==> config.mk <==
export PLATFORM = sky130hd
export DESIGN_NAME = sarcs_sequencer
export DESIGN_NICKNAME = d
export VERILOG_FILES = /design/src/include/sarcs_pkg.sv /design/src/rtl/sarcs_sequencer.sv
export SDC_FILE = /design/constraint.sdc
export NUM_CORES = 1
export LEC_CHECK = 0
export BUFFER_PORTS_ARGS = -buffer_cell sky130_fd_sc_hd__buf_2
export CORE_ASPECT_RATIO = 1.2
export CORE_MARGIN = 10
export CORE_UTILIZATION = 30
export CTS_CLUSTER_SIZE = 8
export DETAILED_ROUTE_END_ITERATION = 8
export PLACE_DENSITY = 0.49
export SLEW_MARGIN = 20
export SYNTH_ARGS = -nofsm -noshare
export SYNTH_HDL_FRONTEND = slang
export SYNTH_SLANG_ARGS = --single-unit
==> constraint.sdc <==
create_clock -name core_clk -period 3.5 [get_ports core_clk]
set_input_delay 0.175 -clock core_clk [delete_from_list [all_inputs] [get_ports core_clk]]
set_output_delay 0.175 -clock core_clk [all_outputs]
set_load 0.01 [all_outputs]
==> src/include/sarcs_pkg.sv <==
// Purpose: Constants for the successive-approximation conversion sequencer
// Assumes: 100 MHz core clock
// Notes: Times in ns, counts derived from the clock period
package sarcs_pkg;
	localparam int SARCS_BITS = 16;
	localparam int SARCS_CLK_NS = 10;
	// Conversion slot for 250 kSPS: 4000 ns per sample
	localparam int SARCS_PERIOD_NS = 4000;
	// Settling time of each switch step and of each trial
	localparam int SARCS_SWITCH_NS = 20;
	localparam int SARCS_TRIAL_NS = 100;
	localparam int SARCS_SWITCH_CYC =
		(SARCS_SWITCH_NS + SARCS_CLK_NS - 1) / SARCS_CLK_NS;
	localparam int SARCS_TRIAL_CYC =
		(SARCS_TRIAL_NS + SARCS_CLK_NS - 1) / SARCS_CLK_NS;
	localparam logic [15:0] SARCS_CODE_ZERO = 16'h0000;
	localparam logic [15:0] SARCS_CODE_FULL = 16'hFFFF;
	localparam logic [15:0] SARCS_CODE_MID = 16'h8000;
	localparam logic [7:0] SARCS_CNT_RST = 8'h00;
	typedef enum logic [2:0] {
		SARCS_ACQ,
		SARCS_OPEN_GND,
		SARCS_TO_GND,
		SARCS_TRIAL,
		SARCS_DONE
	} sarcs_state_t;
endpackage

==> src/rtl/sarcs_sequencer.sv <==
// Purpose: Sequences sampling switches and the 16-step bit search
// Assumes: Comparator and convert_start come from outside; both synced here
// Notes: Serial readout is outside; it uses result and done_pulse
//
// Contract
// - Rising convert_start ends acquisition, starts conversion, holds sample.
// - Ground switches open first, then the arrays move from inputs to ground.
// - Sixteen binary trials, half reference down to 1/65536, MSB first.
// - After the search, power down, reacquire, present code, signal done.
// - Conversion is timed from the internal clock, no serial clock needed.
// - The result is 16-bit straight binary.
// - Overrange input saturates to all ones.
// - Underrange input clamps to all zeros.
// - The result belongs to the conversion just finished, no latency.
// - Up to 250 kSPS, with power down between conversions.
// - When enabled, done shows as a start bit ahead of the data.
`timescale 1ns/1ps
module sarcs_sequencer import sarcs_pkg::*; #(
	parameter int BITS = SARCS_BITS
) (
	// Clock, reset, enable
	input wire logic core_clk,
	input wire logic rst,
	input wire logic clk_en,
	// Host and analog side inputs
	input wire logic convert_start,
	input wire logic comp_high,
	input wire logic busy_ind_en,
	// Analog switch controls
	output logic pos_ground_switch,
	output logic neg_ground_switch,
	output logic arrays_to_ground,
	output logic [BITS-1:0] dac_trial,
	output logic powered_up,
	// Result
	output logic [BITS-1:0] result,
	output logic done_pulse,
	output logic start_bit
);
	sarcs_state_t state_q;
	logic [1:0] cnv_sync_q;
	logic cnv_prev_q;
	logic [1:0] cmp_sync_q;
	logic [7:0] cnt_q;
	logic [4:0] bit_q;
	logic [BITS-1:0] sar_q;
	logic cnv_rise;
	logic [8:0] busy_cyc_q;

	function automatic logic [BITS-1:0] onehot(input logic [4:0] idx);
		onehot = '0;
		onehot[idx[3:0]] = 1'b1;
	endfunction

	assign cnv_rise = cnv_sync_q[1] & ~cnv_prev_q;

	// Input synchronisers
	always_ff @(posedge core_clk or posedge rst) begin
		if (rst) begin
			cnv_sync_q <= 2'h0;
			cnv_prev_q <= 1'b0;
			cmp_sync_q <= 2'h0;
		end else if (clk_en) begin
			cnv_sync_q <= {cnv_sync_q[0], convert_start};
			cnv_prev_q <= cnv_sync_q[1];
			cmp_sync_q <= {cmp_sync_q[0], comp_high};
		end
	end

	// Sequence, timed from core clock only
	always_ff @(posedge core_clk or posedge rst) begin
		if (rst) begin
			state_q <= SARCS_ACQ;
			cnt_q <= SARCS_CNT_RST;
			bit_q <= 5'h0;
			sar_q <= SARCS_CODE_ZERO;
		end else if (clk_en) begin
			case (state_q)
				SARCS_ACQ: begin
					if (cnv_rise) begin
						state_q <= SARCS_OPEN_GND;
						cnt_q <= 8'(SARCS_SWITCH_CYC - 1);
					end
				end
				SARCS_OPEN_GND: begin
					if (cnt_q == 8'h00) begin
						state_q <= SARCS_TO_GND;
						cnt_q <= 8'(SARCS_SWITCH_CYC - 1);
					end else begin
						cnt_q <= cnt_q - 8'h01;
					end
				end
				SARCS_TO_GND: begin
					if (cnt_q == 8'h00) begin
						state_q <= SARCS_TRIAL;
						cnt_q <= 8'(SARCS_TRIAL_CYC - 1);
						bit_q <= 5'(BITS - 1);
						sar_q <= SARCS_CODE_MID;
					end else begin
						cnt_q <= cnt_q - 8'h01;
					end
				end
				SARCS_TRIAL: begin
					if (cnt_q != 8'h00) begin
						cnt_q <= cnt_q - 8'h01;
					end else begin
						// Comparator high means trial exceeds input: drop bit
						if (cmp_sync_q[1]) begin
							sar_q <= sar_q & ~onehot(bit_q);
						end
						if (bit_q == 5'h0) begin
							state_q <= SARCS_DONE;
						end else begin
							sar_q[bit_q[3:0] - 4'h1] <= 1'b1;
							bit_q <= bit_q - 5'h1;
							cnt_q <= 8'(SARCS_TRIAL_CYC - 1);
						end
					end
				end
				SARCS_DONE: state_q <= SARCS_ACQ;
				default: state_q <= SARCS_ACQ;
			endcase
		end
	end

	// Switch and power outputs
	always_ff @(posedge core_clk or posedge rst) begin
		if (rst) begin
			pos_ground_switch <= 1'b1;
			neg_ground_switch <= 1'b1;
			arrays_to_ground <= 1'b0;
			dac_trial <= SARCS_CODE_ZERO;
			powered_up <= 1'b0;
		end else if (clk_en) begin
			// Ground switches closed only while acquiring
			pos_ground_switch <= (state_q == SARCS_ACQ) & ~cnv_rise;
			neg_ground_switch <= (state_q == SARCS_ACQ) & ~cnv_rise;
			arrays_to_ground <= (state_q == SARCS_TO_GND) |
				(state_q == SARCS_TRIAL);
			dac_trial <= (state_q == SARCS_TRIAL) ? sar_q : SARCS_CODE_ZERO;
			// Powered only while converting
			powered_up <= (state_q != SARCS_ACQ) & (state_q != SARCS_DONE);
		end
	end

	// Result capture; search bounds give clamping at both ends
	always_ff @(posedge core_clk or posedge rst) begin
		if (rst) begin
			result <= SARCS_CODE_ZERO;
			done_pulse <= 1'b0;
			start_bit <= 1'b0;
		end else if (clk_en) begin
			done_pulse <= (state_q == SARCS_DONE);
			if (state_q == SARCS_DONE) begin
				result <= sar_q;
				start_bit <= busy_ind_en;
			end else if (cnv_rise && state_q == SARCS_ACQ) begin
				start_bit <= 1'b0;
			end
		end
	end

	// Enabled cycles of one powered conversion, for timing checks
	always_ff @(posedge core_clk or posedge rst) begin
		if (rst) begin
			busy_cyc_q <= 9'h000;
		end else if (clk_en) begin
			if (powered_up) begin
				busy_cyc_q <= busy_cyc_q + 9'h001;
			end else begin
				busy_cyc_q <= 9'h000;
			end
		end
	end

	sarcs_fsm_a: assert property (
		@(posedge core_clk) disable iff (rst)
		clk_en && cnv_rise && state_q == SARCS_ACQ |=>
		state_q == SARCS_OPEN_GND) else $error("No start");
	switch_order_a: assert property (
		@(posedge core_clk) disable iff (rst)
		arrays_to_ground |-> !pos_ground_switch && !neg_ground_switch)
		else $error("Arrays grounded with switches closed");
	msb_first_a: assert property (
		@(posedge core_clk) disable iff (rst)
		clk_en && state_q == SARCS_TO_GND && cnt_q == 8'h00 |=>
		sar_q == SARCS_CODE_MID && bit_q == 5'hF)
		else $error("Search not MSB first");
	done_result_a: assert property (
		@(posedge core_clk) disable iff (rst)
		clk_en && state_q == SARCS_DONE |=>
		done_pulse && result == $past(sar_q))
		else $error("Result not from this conversion");
	power_down_a: assert property (
		@(posedge core_clk) disable iff (rst)
		done_pulse |-> !powered_up)
		else $error("Not powered down");
	result_hold_a: assert property (
		@(posedge core_clk) disable iff (rst)
		!done_pulse && $past(!done_pulse) |-> $stable(result))
		else $error("Result changed");
	bit_low_a: assert property (
		@(posedge core_clk) disable iff (rst)
		state_q == SARCS_TRIAL |-> bit_q <= 5'hF && sar_q[bit_q[3:0]] &&
		(sar_q & (onehot(bit_q) - BITS'(1))) == '0)
		else $error("Trial bit or lower bits wrong");
	start_bit_a: assert property (
		@(posedge core_clk) disable iff (rst)
		$rose(done_pulse) |-> start_bit == $past(busy_ind_en))
		else $error("Start bit wrong");
	trial_drive_a: assert property (
		@(posedge core_clk) disable iff (rst)
		clk_en && state_q == SARCS_TRIAL |=> dac_trial == $past(sar_q))
		else $error("Trial code not driven");
	powered_conv_a: assert property (
		@(posedge core_clk) disable iff (rst)
		state_q == SARCS_TRIAL |-> powered_up && arrays_to_ground)
		else $error("Search without power or grounded arrays");
	done_once_a: assert property (
		@(posedge core_clk) disable iff (rst)
		done_pulse && clk_en |=> !done_pulse)
		else $error("Done longer than one cycle");
	conv_time_a: assert property (
		@(posedge core_clk) disable iff (rst)
		$rose(done_pulse) |->
		busy_cyc_q == 9'(2 * SARCS_SWITCH_CYC + BITS * SARCS_TRIAL_CYC))
		else $error("Conversion length wrong");
	rate_slot_a: assert property (
		@(posedge core_clk) disable iff (rst)
		$rose(done_pulse) |->
		busy_cyc_q <= 9'(SARCS_PERIOD_NS / SARCS_CLK_NS))
		else $error("Conversion longer than the sample slot");
	freeze_hold_a: assert property (
		@(posedge core_clk) disable iff (rst)
		!clk_en |=> $stable(state_q) && $stable(sar_q) && $stable(result))
		else $error("State moved while clock enable low");
	conv_cov: cover property (@(posedge core_clk) done_pulse);
	full_cov: cover property (@(posedge core_clk)
		done_pulse && result == SARCS_CODE_FULL);
	zero_cov: cover property (@(posedge core_clk)
		done_pulse && result == SARCS_CODE_ZERO);
	mid_cov: cover property (@(posedge core_clk)
		done_pulse && result == SARCS_CODE_MID);
	busy_cov: cover property (@(posedge core_clk)
		done_pulse && start_bit);
endmodule

==> results.sh <==
export IMPL_die_area_um2=16700
export IMPL_syn_num_nets=337
export IMPL_setup_viol=0
export IMPL_post_route_util_pct=36.4
export IMPL_slowest_stage="or4b_2"
export IMPL_vias_per_cell=5.06
export IMPL_slew_viol_final=0
export IMPL_cts_hold_buf=0
export IMPL_final_common_cell="dfrtp_1"
export IMPL_timing_final_ws_setup_ns=1.14
export IMPL_final_net_count=375
export IMPL_core_um2=11600
export IMPL_fin_crit_ns=2.36
export IMPL_die_h_um=140
export IMPL_power_density_nw_per_um2=486
export IMPL_io_pins=44
export IMPL_ctsResizeCount=0
export IMPL_regToRegEndpoint="cnt_q[1]"
export IMPL_critPathKind="reg2reg"
export IMPL_num_vias=2654
export IMPL_ys_seq_area_share_pct=51.8
export IMPL_yosysWarnings=0
export IMPL_reg2reg_setup_slack_ns=1.14
export IMPL_clk_path_buf_depth=2
export IMPL_fin_area_um2=4230
export IMPL_worstPathArrival_ns=2.62
export IMPL_synth_adder_area_share_pct=2.45
export IMPL_drcViolationCount=0
export IMPL_clock_skew_final_ns=0.00893
export IMPL_antenna_found_initial=0
export IMPL_place_gp_congestion=0.828
export IMPL_grt_max_degree=41
export IMPL_clkLatencyLatePin_ns=0.34
export IMPL_crit_fanout=12
export IMPL_cts_tree="yes"
export IMPL_drt_iter0_drc=135
export IMPL_tns_ns=0
export IMPL_synth_edf_count=0
export IMPL_postCtsSetupBuffers=0
export IMPL_die_w_um=120
export IMPL_syn_cell_area_um2=3570
export IMPL_start_util_pct=30.8
export IMPL_final_hold_viol_count=0
export IMPL_clk_root_buffer_cell="clkbuf_16"
export IMPL_worst_r2r_cell_count=5
export IMPL_cap_violations=0
export IMPL_rows=43
export IMPL_worstMarginPinSlew_ns=0.869
export IMPL_portBuffers=43
export IMPL_crit_path_start="bit_q[0]"
export IMPL_critPathLaunchType="flop"
export IMPL_rsz0062_at_grt="false"
export IMPL_synth_compound_area_share_pct=21.7
export IMPL_yosys_area_share_simple_pct=12.8
export IMPL_cts_htree_levels=3
export IMPL_fin_cells=524
export IMPL_drt_wl_total_um=8570
export IMPL_multi_input_area_um2=1580
export IMPL_ys_types=62
export IMPL_dr_pass1_iters=4
export IMPL_slowest_delay_ns=0.70
export IMPL_synth_async_reset_ratio_pct=100
export IMPL_max_freq_ghz=0.423
export IMPL_ant_nets=0
export IMPL_numCtsBuffers=9
export IMPL_critPathCaptureType="flop"
export IMPL_leakage_uw=0.00181
export IMPL_drive_gt1_share_pct=27.2
export IMPL_synth_top_family_by_area="compound AO/OA/AOI/OAI gates"
export IMPL_ir_drop_mv=0.274
export IMPL_grt_pass1_vias=2710
export IMPL_synth_main_ff_cell="dfrtp_1"
export IMPL_netlist_instances=324
export IMPL_antenna_cells=0
export IMPL_slew_headroom_pct=42.1
export IMPL_fill_cells=1199
export IMPL_cp_required_ns=3.76
export IMPL_routedWlPerCell_um=16.4
export IMPL_seqCellArea_um2=1850
export IMPL_ys_seq_elements=74
export IMPL_status="finished, final reports clean"
export IMPL_place_ws_ns=1.15
export IMPL_worstReg2RegStart="bit_q[0]"
export IMPL_dp_cells=508
export IMPL_cp_cell_sequence="inv_1 -> ha_1 -> or4b_2 -> o31ai_4 -> mux2i_1"
export IMPL_syn_to_final_growth_pct=18.2
export IMPL_synth_xor_area_share_pct=0
export IMPL_grt_usage_pct=10.7
export IMPL_syn_avg_cell_area_um2=11.0
export IMPL_clock_sinks=74
export IMPL_gr_total_overflow=0
export IMPL_fin_crit_sh_pct=67.5
export IMPL_hpwl_um=6200
export IMPL_grt_pass1_wl_um=14600
export IMPL_dpl_cell_area_um2=3920
export IMPL_clkTransAtPathRegs_ns=0.06
export IMPL_layout_common_cells="73 x dfrtp_1, 43 x buf_2, 36 x nand2_1, 21 x mux2_2, 18 x o21ai_1"
export IMPL_muxShareOfSynthArea_pct=7.18
export IMPL_hold_class="in2async"
Yosys cell counts (all sizes together) (4+ instances only):
cell | instances | area [um^2]
dfrtp | 73 | 1830
nand2 | 37 | 141
o21ai | 34 | 170
mux2 | 21 | 236
o2bb2ai | 17 | 149
clkbuf | 13 | 48.8
o21a | 12 | 90.1
inv | 10 | 37.5
a21oi | 9 | 45.0
buf | 8 | 53.8
nor2 | 8 | 30.0
ha | 7 | 87.6
nor3 | 7 | 35.0
a31oi | 6 | 37.5
a32o | 4 | 40.0
and3 | 4 | 25.0
logic make-up after synthesis:
logic type | after synthesis
buffers and inverters | 32
multiplexers | 23
AO/OA/AOI/OAI | 104
AND/OR/NAND/NOR | 84
adder cells (fa/ha/maj) | 7
flip-flops | 74
per-layer routing:
layer	global-route usage [%]	up-vias	part of all wire, %
met5	0	-	0
met3	2.95	14	4.4
met1	12.4	1312	43
met4	4.39	0	2.2
li1	-	1270	-
met2	18.0	58	50
metrics by stage:
| stage | hold WS, ns | total power, uW |
|---|---|---|
| finish | 0.00393 | 2050 |
| global route | 0.0725 | 2150 |
| CTS | 0.0375 | 2080 |
| detailed placement | 0.395 | 1130 |
| global placement | 0.396 | 1120 |
| floorplan | 0.315 | 1090 |
area by class of cell:
| class | instances | share of cell area, % |
|---|---|---|
| flip-flops and latches | 74 | 43.8 |
| multi-input cells | 218 | 37.3 |
| repair buffers | 48 | 5.98 |
| clock buffers | 11 | 5.74 |
| well taps | 157 | 4.65 |
| clock inverters | 5 | 1.48 |
| inverters | 11 | 0.977 |
state kept, by name, summed over array words and instances (netlist names), 2 cells and up:
register    count
sar_q          16
bit_q           5
cmp_sync_q      2
cnv_sync_q      2
cnt_q           8
state_q         3
result         16
dac_trial      16
how the worst max path moves through the flow:
stage                       end  slack (ns)
2_1_floorplan  arrays_to_ground        1.45
3_3_place_gp         result[11]        1.21
3_5_place_dp           cnt_q[1]        1.15
4_1_cts                cnt_q[1]        1.11
5_1_grt                cnt_q[1]        0.98
6_report               cnt_q[1]        1.14
power by group:
group | leakage (uW) | switching [uW] | internal (uW) | total (uW)
clock | 0.000142 | 365 | 575 | 941
combinational | 0.000690 | 90.0 | 73.4 | 163
sequential | 0.000976 | 52.0 | 896 | 948
total | 0.00181 | 507 | 1540 | 2050
worst max-delay path, delay by kind of cell, from the launching register on:
| family | cells | cell delay [ns] |
|---|---|---|
| AO/OA/AOI/OAI | 1 | 0.40 |
| adder cells (fa/ha/maj) | 1 | 0.38 |
| AND/OR/NAND/NOR | 1 | 0.70 |
| multiplexers | 1 | 0.23 |
| buffers and inverters | 1 | 0.16 |
| flip-flops | 1 | 0.42 |
Note: power is estimated with default switching activity, not from simulation.
